## src/core/ltf_pkg.sv

```systemverilog
// Shared constants of the light threshold flag logic: register offsets,
// configuration field positions, reset values and the fault-count table.
// Assumes a 16-bit register port with a 4-bit word address.
package ltf_pkg;

    // ------------------------------------------------------------------
    // Register port
    // ------------------------------------------------------------------
    localparam int unsigned ADDR_W = 4;
    localparam int unsigned DATA_W = 16;

    localparam logic [3:0] OFF_RESULT   = 4'h0;
    localparam logic [3:0] OFF_CONFIG   = 4'h1;
    localparam logic [3:0] OFF_LOW_LIM  = 4'h2;
    localparam logic [3:0] OFF_HIGH_LIM = 4'h3;
    localparam logic [3:0] OFF_IRQ_STAT = 4'h4;
    localparam logic [3:0] OFF_IRQ_MASK = 4'h5;

    // ------------------------------------------------------------------
    // Configuration fields
    // ------------------------------------------------------------------
    localparam int unsigned CFG_FC_LSB   = 0;
    localparam int unsigned CFG_POL      = 3;
    localparam int unsigned CFG_LATCH    = 4;
    localparam int unsigned CFG_FLAG_LO  = 5;
    localparam int unsigned CFG_FLAG_HI  = 6;
    localparam int unsigned CFG_CONV_RDY = 7;
    localparam int unsigned CFG_MODE_LSB = 9;

    localparam logic [1:0] MODE_SHUTDOWN = 2'h0;
    localparam logic [1:0] EXP_TOP_EOC   = 2'h3;

    localparam logic [15:0] CFG_RST      = 16'h0010;
    localparam logic [15:0] LOW_LIM_RST  = 16'h0000;
    localparam logic [15:0] HIGH_LIM_RST = 16'hBFFF;
    localparam logic [15:0] RESULT_RST   = 16'h0000;

    // ------------------------------------------------------------------
    // Interrupt status bits
    // ------------------------------------------------------------------
    localparam int unsigned IRQ_W      = 3;
    localparam int unsigned IRQ_CONV   = 0;
    localparam int unsigned IRQ_HIGH   = 1;
    localparam int unsigned IRQ_LOW    = 2;
    localparam int unsigned STAT_PIN   = 15;
    localparam logic [2:0]  IRQ_RST    = 3'h0;

    // Consecutive conversions needed for each fault-count code.
    localparam logic [3:0] FC_NEED [4] = '{4'h1, 4'h2, 4'h4, 4'h8};

endpackage

```

## src/core/ltf_conv_if.sv

```systemverilog
// Carries one finished conversion from the link receiver to the flag logic.
// Assumes both ends run on the system clock.
`timescale 1ns/1ps
interface ltf_conv_if;
    logic        evt;
    logic [15:0] res;
    modport src (output evt, output res);
    modport dst (input evt, input res);
endinterface

```

## src/core/ltf_fault_cnt.sv

```systemverilog
// Counts consecutive conversions that meet one limit comparison.
// Assumes i_evt is a one-cycle pulse per finished conversion.
`timescale 1ns/1ps
module ltf_fault_cnt (
    input  wire logic       i_clk,
    input  wire logic       i_sys_rst,
    input  wire logic       i_evt,
    input  wire logic       i_hit,
    input  wire logic [3:0] i_need,
    output logic            o_trip
);
    logic [3:0] cnt_ff;
    logic [3:0] nxt_cnt;
    logic [3:0] inc;

    // A miss restarts the run; a met count saturates so that every
    // further matching conversion trips again.
    always_comb begin
        inc     = cnt_ff + 4'h1;
        o_trip  = i_evt & i_hit & (inc >= i_need);
        nxt_cnt = cnt_ff;
        if (i_evt) begin
            nxt_cnt = !i_hit ? 4'h0 : (o_trip ? i_need : inc);
        end
    end

    always_ff @(posedge i_clk) begin
        if (i_sys_rst) begin
            cnt_ff <= 4'h0;
        end else begin
            cnt_ff <= nxt_cnt;
        end
    end
endmodule

```

## src/core/ltf_link_rx.sv

```systemverilog
// Receives conversion results from the converter link.
// Assumes the link data change away from the rising link clock edge.
`timescale 1ns/1ps
module ltf_link_rx (
    input  wire logic        i_clk,
    input  wire logic        i_sys_rst,
    input  wire logic        i_link_clk,
    input  wire logic        i_link_valid,
    input  wire logic [15:0] i_link_data,
    ltf_conv_if.src          o_conv
);
    logic [2:0]  clk_sh_ff;
    logic [2:0]  nxt_clk_sh;
    logic [1:0]  vld_sh_ff;
    logic [1:0]  nxt_vld_sh;
    logic [15:0] dat1_ff;
    logic [15:0] dat2_ff;
    logic        evt_ff;
    logic        nxt_evt;
    logic [15:0] res_ff;
    logic [15:0] nxt_res;
    logic        rise;

    // Edges are found on the second and third stages only, so the first
    // stage never feeds logic and cannot pass metastability on.
    always_comb begin
        nxt_clk_sh = {clk_sh_ff[1:0], i_link_clk};
        nxt_vld_sh = {vld_sh_ff[0], i_link_valid};
        rise       = clk_sh_ff[1] & ~clk_sh_ff[2];
        nxt_evt    = rise & vld_sh_ff[1];
        nxt_res    = rise ? dat2_ff : res_ff;
    end

    always_ff @(posedge i_clk) begin
        if (i_sys_rst) begin
            clk_sh_ff <= 3'h0;
            vld_sh_ff <= 2'h0;
            dat1_ff   <= 16'h0000;
            dat2_ff   <= 16'h0000;
            evt_ff    <= 1'b0;
            res_ff    <= ltf_pkg::RESULT_RST;
        end else begin
            clk_sh_ff <= nxt_clk_sh;
            vld_sh_ff <= nxt_vld_sh;
            dat1_ff   <= i_link_data;
            dat2_ff   <= dat1_ff;
            evt_ff    <= nxt_evt;
            res_ff    <= nxt_res;
        end
    end

    assign o_conv.evt = evt_ff;
    assign o_conv.res = res_ff;
endmodule

```

## src/core/ltf_top.sv

```systemverilog
// Threshold comparison, flag keeping and alert pin of the light sensor.
// Assumes a same-clock register master and a separately clocked result link.
//
// Our own choices: the address-and-strobe port and the register offsets.
`timescale 1ns/1ps
module ltf_top (
    input  wire logic        i_clk,
    input  wire logic        i_sys_rst,
    input  wire logic [3:0]  i_addr,
    input  wire logic [15:0] i_wdata,
    input  wire logic        i_wr,
    input  wire logic        i_rd,
    output logic      [15:0] o_rdata,
    input  wire logic        i_link_clk,
    input  wire logic        i_link_valid,
    input  wire logic [15:0] i_link_data,
    input  wire logic        i_ara_done,
    output logic             o_ara_claim,
    input  wire logic        i_alert_pin,
    output logic             o_alert_out,
    output logic             o_alert_oe_n,
    output logic             o_irq
);
    // ------------------------------------------------------------------
    // Conversion link and fault counters
    // ------------------------------------------------------------------
    ltf_conv_if conv ();

    logic [15:0] cfg_ff;
    logic [15:0] nxt_cfg;
    logic [15:0] low_ff;
    logic [15:0] nxt_low;
    logic [15:0] high_ff;
    logic [15:0] nxt_high;
    logic [15:0] res_ff;
    logic [15:0] nxt_res;
    logic        trip_hi;
    logic        trip_lo;
    logic        hit_hi;
    logic        hit_lo;
    logic [3:0]  need;

    ltf_link_rx u_link (
        .i_clk        (i_clk),
        .i_sys_rst    (i_sys_rst),
        .i_link_clk   (i_link_clk),
        .i_link_valid (i_link_valid),
        .i_link_data  (i_link_data),
        .o_conv       (conv)
    );

    // Results and limits share one mantissa-and-exponent format, so both
    // sides are brought to a common linear scale before comparing.
    function automatic logic [27:0] lin(input logic [15:0] v);
        lin = 28'(v[11:0]) << v[15:12];
    endfunction

    always_comb begin
        need   = ltf_pkg::FC_NEED[cfg_ff[ltf_pkg::CFG_FC_LSB +: 2]];
        hit_hi = lin(conv.res) > lin(high_ff);
        hit_lo = lin(conv.res) < lin(low_ff);
    end

    ltf_fault_cnt u_cnt_hi (
        .i_clk     (i_clk),
        .i_sys_rst (i_sys_rst),
        .i_evt     (conv.evt),
        .i_hit     (hit_hi),
        .i_need    (need),
        .o_trip    (trip_hi)
    );

    ltf_fault_cnt u_cnt_lo (
        .i_clk     (i_clk),
        .i_sys_rst (i_sys_rst),
        .i_evt     (conv.evt),
        .i_hit     (hit_lo),
        .i_need    (need),
        .o_trip    (trip_lo)
    );

    // ------------------------------------------------------------------
    // Register port decode
    // ------------------------------------------------------------------
    logic cfg_rd;
    logic cfg_wr;
    logic wr_run;
    logic latch;
    logic output_polarity;
    logic eoc;

    always_comb begin
        cfg_rd = i_rd & (i_addr == ltf_pkg::OFF_CONFIG);
        cfg_wr = i_wr & (i_addr == ltf_pkg::OFF_CONFIG);
        wr_run = cfg_wr
               & (i_wdata[ltf_pkg::CFG_MODE_LSB +: 2] != ltf_pkg::MODE_SHUTDOWN);
        latch  = cfg_ff[ltf_pkg::CFG_LATCH];
        output_polarity    = cfg_ff[ltf_pkg::CFG_POL];
        eoc    = low_ff[15:14] == ltf_pkg::EXP_TOP_EOC;
    end

    // ------------------------------------------------------------------
    // Flags, conversion ready and alert state
    // ------------------------------------------------------------------
    logic fh_ff;
    logic nxt_fh;
    logic fl_ff;
    logic nxt_fl;
    logic crf_ff;
    logic nxt_crf;
    logic alert_ff;
    logic nxt_alert;
    logic oe_n_ff;
    logic nxt_oe_n;

    // Clears are applied first and the conversion second, so a result that
    // lands in the same cycle as a read is never lost.
    always_comb begin
        nxt_fh    = fh_ff;
        nxt_fl    = fl_ff;
        nxt_crf   = crf_ff;
        nxt_alert = alert_ff;
        if (cfg_rd) begin
            nxt_crf = 1'b0;
            if (latch) begin
                nxt_fh    = 1'b0;
                nxt_fl    = 1'b0;
                nxt_alert = 1'b0;
            end else if (eoc) begin
                nxt_alert = 1'b0;
            end
        end
        if (wr_run) begin
            nxt_crf = 1'b0;
            if (!latch && eoc) begin
                nxt_alert = 1'b0;
            end
        end
        if (i_ara_done && latch) begin
            nxt_alert = 1'b0;
        end
        if (conv.evt) begin
            nxt_crf = 1'b1;
            if (latch) begin
                if (trip_hi) begin
                    nxt_fh    = 1'b1;
                    nxt_alert = 1'b1;
                end
                if (trip_lo) begin
                    nxt_fl    = 1'b1;
                    nxt_alert = 1'b1;
                end
            end else begin
                if (trip_hi) begin
                    nxt_fh    = 1'b1;
                    nxt_fl    = 1'b0;
                    nxt_alert = 1'b1;
                end else if (trip_lo) begin
                    nxt_fl    = 1'b1;
                    nxt_fh    = 1'b0;
                    nxt_alert = 1'b0;
                end
            end
            if (eoc) begin
                nxt_alert = 1'b1;
            end
        end
        nxt_oe_n = ~(nxt_alert ^ nxt_cfg[ltf_pkg::CFG_POL]);
    end

    always_ff @(posedge i_clk) begin
        if (i_sys_rst) begin
            fh_ff    <= 1'b0;
            fl_ff    <= 1'b0;
            crf_ff   <= 1'b0;
            alert_ff <= 1'b0;
            oe_n_ff  <= ~ltf_pkg::CFG_RST[ltf_pkg::CFG_POL];
        end else begin
            fh_ff    <= nxt_fh;
            fl_ff    <= nxt_fl;
            crf_ff   <= nxt_crf;
            alert_ff <= nxt_alert;
            oe_n_ff  <= nxt_oe_n;
        end
    end

    // The pad only ever pulls low; the wired line is shared with others.
    assign o_alert_out  = 1'b0;
    assign o_alert_oe_n = oe_n_ff;
    // Transparent mode keeps off the alert response entirely.
    assign o_ara_claim  = latch & alert_ff;

    // ------------------------------------------------------------------
    // Software registers and read-back
    // ------------------------------------------------------------------
    logic [ltf_pkg::IRQ_W-1:0] stat_ff;
    logic [ltf_pkg::IRQ_W-1:0] nxt_stat;
    logic [ltf_pkg::IRQ_W-1:0] mask_ff;
    logic [ltf_pkg::IRQ_W-1:0] nxt_mask;
    logic [ltf_pkg::IRQ_W-1:0] ev;
    logic [ltf_pkg::IRQ_W-1:0] w1c;
    logic [15:0]               rdata_ff;
    logic [15:0]               nxt_rdata;
    logic [15:0]               cfg_view;
    logic [1:0]                pin_sh_ff;

    always_comb begin
        nxt_cfg  = cfg_ff;
        nxt_low  = low_ff;
        nxt_high = high_ff;
        nxt_mask = mask_ff;
        nxt_res  = conv.evt ? conv.res : res_ff;
        if (i_wr) begin
            case (i_addr)
                ltf_pkg::OFF_CONFIG:   nxt_cfg  = i_wdata;
                ltf_pkg::OFF_LOW_LIM:  nxt_low  = i_wdata;
                ltf_pkg::OFF_HIGH_LIM: nxt_high = i_wdata;
                ltf_pkg::OFF_IRQ_MASK: nxt_mask = i_wdata[ltf_pkg::IRQ_W-1:0];
                default:               nxt_cfg  = cfg_ff;
            endcase
        end
        // Status bits are owned by the flag logic, not by software.
        nxt_cfg[ltf_pkg::CFG_FLAG_LO]  = 1'b0;
        nxt_cfg[ltf_pkg::CFG_FLAG_HI]  = 1'b0;
        nxt_cfg[ltf_pkg::CFG_CONV_RDY] = 1'b0;
        ev = '0;
        ev[ltf_pkg::IRQ_CONV] = conv.evt;
        ev[ltf_pkg::IRQ_HIGH] = trip_hi;
        ev[ltf_pkg::IRQ_LOW]  = trip_lo;
        w1c = '0;
        if (i_wr && (i_addr == ltf_pkg::OFF_IRQ_STAT)) begin
            w1c = i_wdata[ltf_pkg::IRQ_W-1:0];
        end
        nxt_stat = (stat_ff & ~w1c) | ev;
        cfg_view = cfg_ff;
        cfg_view[ltf_pkg::CFG_FLAG_LO]  = fl_ff;
        cfg_view[ltf_pkg::CFG_FLAG_HI]  = fh_ff;
        cfg_view[ltf_pkg::CFG_CONV_RDY] = crf_ff;
        nxt_rdata = 16'h0000;
        if (i_rd) begin
            case (i_addr)
                ltf_pkg::OFF_RESULT:   nxt_rdata = res_ff;
                ltf_pkg::OFF_CONFIG:   nxt_rdata = cfg_view;
                ltf_pkg::OFF_LOW_LIM:  nxt_rdata = low_ff;
                ltf_pkg::OFF_HIGH_LIM: nxt_rdata = high_ff;
                ltf_pkg::OFF_IRQ_STAT: begin
                    nxt_rdata[ltf_pkg::IRQ_W-1:0] = stat_ff;
                    nxt_rdata[ltf_pkg::STAT_PIN]  = pin_sh_ff[1];
                end
                ltf_pkg::OFF_IRQ_MASK: nxt_rdata[ltf_pkg::IRQ_W-1:0] = mask_ff;
                default:               nxt_rdata = 16'h0000;
            endcase
        end
    end

    always_ff @(posedge i_clk) begin
        if (i_sys_rst) begin
            cfg_ff    <= ltf_pkg::CFG_RST;
            low_ff    <= ltf_pkg::LOW_LIM_RST;
            high_ff   <= ltf_pkg::HIGH_LIM_RST;
            res_ff    <= ltf_pkg::RESULT_RST;
            stat_ff   <= ltf_pkg::IRQ_RST;
            mask_ff   <= ltf_pkg::IRQ_RST;
            rdata_ff  <= 16'h0000;
            pin_sh_ff <= 2'h0;
        end else begin
            cfg_ff    <= nxt_cfg;
            low_ff    <= nxt_low;
            high_ff   <= nxt_high;
            res_ff    <= nxt_res;
            stat_ff   <= nxt_stat;
            mask_ff   <= nxt_mask;
            rdata_ff  <= nxt_rdata;
            pin_sh_ff <= {pin_sh_ff[0], i_alert_pin};
        end
    end

    assign o_rdata = rdata_ff;
    assign o_irq   = |(stat_ff & mask_ff);
endmodule

```

## config.mk

```make
export PLATFORM = sky130hd
export DESIGN_NAME = ltf_top
export DESIGN_NICKNAME = d
export VERILOG_FILES = /design/src/core/ltf_pkg.sv /design/src/core/ltf_conv_if.sv /design/src/core/ltf_fault_cnt.sv /design/src/core/ltf_link_rx.sv /design/src/core/ltf_top.sv
export SDC_FILE = /design/constraint.sdc
export NUM_CORES = 1
export LEC_CHECK = 0
export ABC_CLOCK_PERIOD_IN_PS = 8710
export BUFFER_PORTS_ARGS = -buffer_cell sky130_fd_sc_hd__buf_2
export CORE_MARGIN = 8
export CORE_UTILIZATION = 30
export CTS_CLUSTER_DIAMETER = 60
export CTS_CLUSTER_SIZE = 14
export DETAILED_ROUTE_END_ITERATION = 7
export MAX_ROUTING_LAYER = met4
export PLACE_DENSITY = 0.5
export SYNTH_ARGS = -nofsm -noshare
export SYNTH_HDL_FRONTEND = slang
export SYNTH_HIERARCHICAL = 1
export SYNTH_SLANG_ARGS = --single-unit
```

## constraint.sdc

```tcl
create_clock -name i_clk -period 8.71 [get_ports i_clk]
set_input_delay 1.742 -clock i_clk [delete_from_list [all_inputs] [get_ports i_clk]]
set_output_delay 1.742 -clock i_clk [all_outputs]
set_load 0.02 [all_outputs]
```

==> metrics.txt, run 1 <==
Total Power 1.57 mW; vias in the first global route 7807; synthesis-to-finish area growth 12.1%; Pint 1.18 mW; dpl ws 4.08 ns; Setup TNS Final 0 ns; asr flop ratio synth 0%; final number of setup-violating endpoints 0; Vias 7830; hold path cells 1; antenna cells 0; die width 192 um; worst setup path startpoint u_link/o_conv.res[13]$_SDFFE_PP0P_; clk slew on worst S/H paths 0.06 ns; total clock sinks 152; Starting Density 30.4%; Synth Area in XOR/XNOR 0.658%; Clk pwr share 46.5%; Logic pwr share 7.3%; Setup CP Type reg2reg; remaining antenna violation count 0; Peak VDD IR 0.114 mV; worst path required time 9.06 ns; Power Density 150 nW/um2; CP max-delay cell dfxtp_1; count leader, synth dfxtp_1; reg-to-reg setup timing slack 3.98 ns; drt wl/cell 18.5 um; IO buf count 62; arrival time worst endpoint 5.08 ns; clk root buf clkbuf_16; Netlist cell types 77; Hold EP u_link/dat2_ff[15]$_SDFF_PP0_; fillers 3236; CTS Buf Count 17; EDFF count, synth 0; Crit Path Max Fanout 21; Post-Synth Simple-Gate Area 25.6%; P_leak 3.99 nW; CTS tree done; crit start category flip-flop; Synth area leader dfxtp_1; hpwl dp 21000 um; Routability Congestion 0.916; DRT Pass-1 Iters 5; Critical R2R Capture o_alert_oe_n$_SDFF_PP1_; worst slew pin tran 1.02 ns; unrepaired setup endpoints after global routing false; nets@finish 1197; Ports 64; sw power 385 uW; Buf/Inv on CP 0; Clock Skew 0.00887 ns; Post-Synth Adder-Cell Area 8.14%; vias per inst 5.21; synth top area cells dfxtp_1 (33%), mux2i_1 (9.6%), ha_1 (7.9%); Detailed Route WL 27800 um; Ys Warns 6; critical path's largest stage delay 0.87 ns; compound-gate portion of the synthesized area 13.7%; Seq/Total Area, Yosys 32.7%; fmax 212 MHz; worst rel slew slack 31.9%; r2r worst-path depth 18; die area 36900 um2; Seq cells post-synth 152; final worst slack 3.98 ns; switch share 24.5%; Tcrit/Tclk final 54.3%; Max Cap Viol 0; syn avg cell area 8.65 um2; pin count of the biggest net entering global routing 84; DRC 0; WHS 0.439 ns; Main synth FF type dfxtp_1; outcome finished clean; CP Capture Type flip-flop; min Tclk post-route 4.73 ns; Clock Tree Buf Depth 2; Final Hold Viols 0; Hold WC Path Type reg2reg; layout cell share with drive strength beyond 1 14.4%; largest family of logic cells by synthesized area simple AND/OR/NAND/NOR gates; post-synthesis mux area share 15.2%; syn nets 1179; first-pass GRT wire length 44000 um; CP top delay family simple AND/OR/NAND/NOR gates; initial antenna violation count 0; Netlist Area Pre-Place 9310 um2; 1st-iter DRT viols 577; Post-synth top cells dfxtp_1 (152), nand2_1 (142), nor2_1 (93); Final Max Slew Viols 0; GR Overflow Total 0; reg2reg start u_link/o_conv.res[13]$_SDFFE_PP0P_; Top cell by count, worst path nor2_1; # hold bufs at CTS 0; Seq pwr share 46.1%; CP Cell Sequence mux2_2, o21ai_0, nor2_1, nor2_1, nor2_1, ha_1, nand3_1, nor3_1, nor4b_1, nand4_1, o32ai_1, nor2_1, and3_2, a21oi_1, nand2_1, a2bb2oi_1, nor3b_1, a21oi_1; Synth top area share 32.7%; PostCTS Resize Cnt 0; hold path start u_link/dat1_ff[15]$_SDFF_PP0_; row cnt 64; All-Layer GR Usage 15.5%; cell count after synthesis 1076; clock network latency to the later pin of the worst-skew pair 0.42 ns; Chip Height 192 um; postcts setup bufs 0; Core Box Area 30600 um2; CTS H-Tree Depth 4
==> through the flow <==
stage / std cells / cell area (um2) / utilization (%)
after floorplan: 1076 / 9310 / -
after global placement: 1471 / 9860 / 32.2
after detailed placement: 1471 / 9860 / 32.2
after CTS: 1503 / 10400 / 34.1
after global routing: 1503 / 10400 / 34.1
final: 1503 / 10400 / 34.1
==> how the worst max path moves through the flow <==
stage,endpoint,slack [ns],cells past startpoint
2_1_floorplan,o_alert_oe_n$_SDFF_PP1_,4.93,19
3_3_place_gp,o_alert_oe_n$_SDFF_PP1_,4.14,18
3_5_place_dp,o_alert_oe_n$_SDFF_PP1_,4.08,18
4_1_cts,o_alert_oe_n$_SDFF_PP1_,4.06,18
5_1_grt,o_alert_oe_n$_SDFF_PP1_,3.46,18
6_report,o_alert_oe_n$_SDFF_PP1_,3.98,18
==> flip-flops by register name (all words and copies together) (netlist names), 2 cells and up <==
signal / flops
u_link/vld_sh_ff: 2
mask_ff: 3
u_cnt_lo/cnt_ff: 4
u_link/o_conv.res: 16
low_ff: 16
u_cnt_hi/cnt_ff: 4
pin_sh_ff: 2
u_link/dat1_ff: 16
u_link/dat2_ff: 16
res_ff: 16
stat_ff: 3
high_ff: 16
o_rdata: 16
u_link/clk_sh_ff: 3
cfg_ff: 13
==> power by group through the flow <==
stage	clock network [mW]	logic, mW	registers [mW]
floorplan	0	0.0838	0.730
global placement	0	0.115	0.738
detailed placement	0	0.114	0.739
CTS	0.744	0.115	0.723
global route	0.775	0.126	0.725
finish	0.730	0.115	0.723
==> placed cells by master (no fill, tap or decap), types with 28 or more instances in the layout <==
| master | count |
|---|---|
| nand2_1 | 142 |
| dfxtp_1 | 152 |
| nand3_1 | 33 |
| nor2_1 | 93 |
| buf_2 | 61 |
| o21ai_0 | 36 |
| ha_1 | 59 |
| nor2b_1 | 66 |
| nand2b_1 | 28 |
| mux2i_1 | 89 |
| a21oi_1 | 66 |
==> final cells by class <==
class / count / area, um2 / area share (%)
clock buffers: 19 / 433 / 4.15
clock inverters: 13 / 144 / 1.38
inverters: 18 / 67.6 / 0.647
multi-input cells: 839 / 5910 / 56.6
flip-flops and latches: 152 / 3040 / 29.2
well taps: 396 / 495 / 4.75
repair buffers: 66 / 343 / 3.29
==> worst register-to-register path, stage by stage (launching register included) <==
cell       delay, ns
dfxtp_1         0.87
mux2_2          0.42
o21ai_0         0.48
nor2_1          0.08
nor2_1          0.21
nor2_1          0.14
ha_1            0.34
nand3_1         0.14
nor3_1          0.17
nor4b_1         0.39
nand4_1         0.14
o32ai_1         0.26
nor2_1          0.15
and3_2          0.24
a21oi_1         0.12
nand2_1         0.06
a2bb2oi_1       0.24
nor3b_1         0.08
a21oi_1         0.13
==> kinds of logic (layout without fill, tap and decap cells) <==
logic type               count (synthesis)  after routing
multiplexers                           120            120
other                                    1              1
adder cells (fa/ha/maj)                 61             61
flip-flops                             152            152
buffers and inverters                   85            116
AND/OR/NAND/NOR                        458            458
XOR/XNOR                                 7              7
AO/OA/AOI/OAI                          192            192
==> per-layer routing <==
layer	routed length [um]	part of all wire, %	up-vias	GRT usage [%]
met2	13100	47	180	25.1
li1	-	-	3862	-
met3	1140	4.1	30	2.31
met1	13100	47	3758	20.0
met4	488	1.8	0	4.47
met5	0	0	-	-
Power figures use the tool's default switching activity.
==> run 2, diff against run 1 <==
--- a/config.mk
+++ b/config.mk
@@ -5,7 +5,7 @@
 export SDC_FILE = /design/constraint.sdc
 export NUM_CORES = 1
 export LEC_CHECK = 0
-export ABC_CLOCK_PERIOD_IN_PS = 8710
+export ABC_CLOCK_PERIOD_IN_PS = 4000
 export BUFFER_PORTS_ARGS = -buffer_cell sky130_fd_sc_hd__buf_2
 export CORE_MARGIN = 8
 export CORE_UTILIZATION = 30
@@ -13,7 +13,7 @@
 export CTS_CLUSTER_SIZE = 14
 export DETAILED_ROUTE_END_ITERATION = 7
 export MAX_ROUTING_LAYER = met4
-export PLACE_DENSITY = 0.5
+export PLACE_DENSITY = 0.52
 export SYNTH_ARGS = -nofsm -noshare
 export SYNTH_HDL_FRONTEND = slang
 export SYNTH_HIERARCHICAL = 1
==> constraint.sdc (replaced) <==
create_clock -name i_clk -period 4 [get_ports i_clk]
set_input_delay 0.8 -clock i_clk [delete_from_list [all_inputs] [get_ports i_clk]]
set_output_delay 0.8 -clock i_clk [all_outputs]
set_load 0.02 [all_outputs]
==> metrics.txt, run 2 (synthesis gave the netlist of run 1 again) <==
outcome finished clean; Logic pwr share 8.4% (+1.1 points); crit start category flip-flop; Detailed Route WL 28300 um (+1.8%); Pint 2.53 mW (+110%); sw power 825 uW (+110%); Register Area 3050 um2 (+0.37%); most frequent cells in the layout dfxtp_1 (147), nand2_1 (142), nor2_1 (91); Clk pwr share 45.0% (-1.5 points); die area 36900 um2 (unchanged); Clock Skew 0.00600 ns (-0.00286 ns); min Tclk post-route 3.76 ns (-0.970 ns); initial antenna violation count 0 (unchanged); worst rel slew slack 40.6% (+8.7 points); worst path required time 4.36 ns (-4.70 ns); Layout Cells excl Fill 1566 (+4.2%); Setup TNS Final 0 ns (unchanged); vias per inst 5.12 (-1.7%); DRT Pass-1 Iters 5 (unchanged); hold path start u_link/dat1_ff[15]$_SDFF_PP0_; Final Max Slew Viols 0 (unchanged); Crit Path Max Fanout 11 (-48%); fmax 266 MHz (+26%); remaining antenna violation count 0 (unchanged); Chip Height 192 um (unchanged); synthesis-to-finish area growth 19.1%; Top cell by count, worst path a21oi_1; DRC 0 (unchanged); Total Power 3.36 mW (+110%); Clock Tree Buf Depth 2 (unchanged); layout cell share with drive strength beyond 1 22.1% (+7.8 points); P_leak 4.33 nW (+8.7%); drt wl/cell 18.1 um (-2.3%); first-pass GRT wire length 43900 um (-0.20%); CP Capture Type flip-flop; Starting Density 30.4% (unchanged); arrival time worst endpoint 4.12 ns (-0.96 ns); Ports 64 (unchanged); CTS tree done; CP max-delay cell mux4_2; CTS H-Tree Depth 4 (unchanged); clock network latency to the later pin of the worst-skew pair 0.43 ns (about the same); Setup CP Type reg2reg; nets@finish 1260 (+5.3%); Final Hold Viols 0 (unchanged); Buf/Inv on CP 1 (+1); CP Cell Sequence buf_4, mux2i_2, mux4_2, mux2i_2, ha_1, a21oi_1, o221ai_1, a221oi_2, o211ai_1, a311oi_2, nor2_2, and3_2, a21oi_1, nand2_1, a2bb2oi_2, nor3b_1, a21oi_1; Power Density 303 nW/um2 (+100%); clk slew on worst S/H paths 0.06 ns (about the same); placed cell count 1529 (+3.9%); multi-input logic area 6080 um2 (+2.8%); 1st-iter DRT viols 577 (unchanged); row cnt 64 (unchanged); All-Layer GR Usage 15.8% (+0.25 points); switch share 24.6% (about the same); worst slew pin tran 0.888 ns (-0.133 ns); clk root buf clkbuf_16; final number of setup-violating endpoints 0 (unchanged); Max Cap Viol 0 (unchanged); commonest non-fill, non-tap cell in the layout dfxtp_1; Tcrit/Tclk final 93.9% (+40 points); hpwl dp 21600 um (+2.9%); CTS Buf Count 17 (unchanged); worst setup path startpoint u_link/o_conv.res[13]$_SDFFE_PP0P_; Core Box Area 30600 um2 (unchanged); GR Overflow Total 0 (unchanged); Seq pwr share 46.6% (+0.5 points); Vias 8022 (+2.5%); CP top delay family compound AO/OA/AOI/OAI gates; antenna cells 0 (unchanged); Peak VDD IR 0.395 mV (+250%); # hold bufs at CTS 0 (unchanged); critical path's largest stage delay 0.52 ns (-0.35 ns); die width 192 um (unchanged); Routability Congestion 0.891 (-2.7%); pin count of the biggest net entering global routing 82 (-2.4%); vias in the first global route 7823 (+0.20%); IO buf count 62 (unchanged); fillers 3210 (-0.80%); total clock sinks 152 (unchanged); reg2reg start u_link/o_conv.res[13]$_SDFFE_PP0P_; Hold WC Path Type reg2reg
-- run 2: routing by layer --
metal / GRT usage (%) / up-vias / wire length (um)
met3: 2.03 / 58 / 1070
met1: 19.9 / 3769 / 13000
met2: 24.6 / 206 / 13200
li1: - / 3989 / -
met4: 7.81 / 0 / 1110
met5: - / - / 0
-- run 2: timing repair --
action                                  CTS  global route
gates resized for setup                   5            48
endpoints found under the setup margin    2             6
setup buffers                             0             5
pin swaps                                 0            11
-- run 2: worst paths after layout --
check	cells past startpoint	end	slack, ns
max	17	o_alert_oe_n$_SDFF_PP1_	0.24
min	1	u_link/dat2_ff[15]$_SDFF_PP0_	0.43
max reg2reg	17	o_alert_oe_n$_SDFF_PP1_	0.24
min reg2reg	1	u_link/dat2_ff[15]$_SDFF_PP0_	0.43
-- run 2: final cells by class --
type | count | share of cell area [%]
clock inverter | 11 | 0.913
inverter | 18 | 0.609
multi-input combinational | 839 | 54.8
clock buffer | 21 | 4.06
timing repair buffer | 129 | 7.65
sequential | 152 | 27.5
tap | 396 | 4.47
-- run 2: power by group through the flow --
stage / registers, mW / clock network [mW] / logic [mW]
floorplan: 1.59 / 0 / 0.183
global placement: 1.60 / 0 / 0.271
detailed placement: 1.60 / 0 / 0.273
CTS: 1.57 / 1.55 / 0.274
global route: 1.57 / 1.61 / 0.306
finish: 1.57 / 1.51 / 0.281
-- run 2: metrics by stage --
step / setup slack, ns / area (um2) / hold WS [ns] / util, %
final: 0.245 / 11100 / 0.434 / 36.3
after global routing: -0.0279 / 11100 / 0.448 / 36.3
after CTS: 0.0484 / 10900 / 0.438 / 35.6
after detailed placement: -0.146 / 10300 / 0.424 / 33.7
after global placement: -0.0124 / 10300 / 0.422 / 33.7
after floorplan: 0.217 / 9310 / 0.414 / -
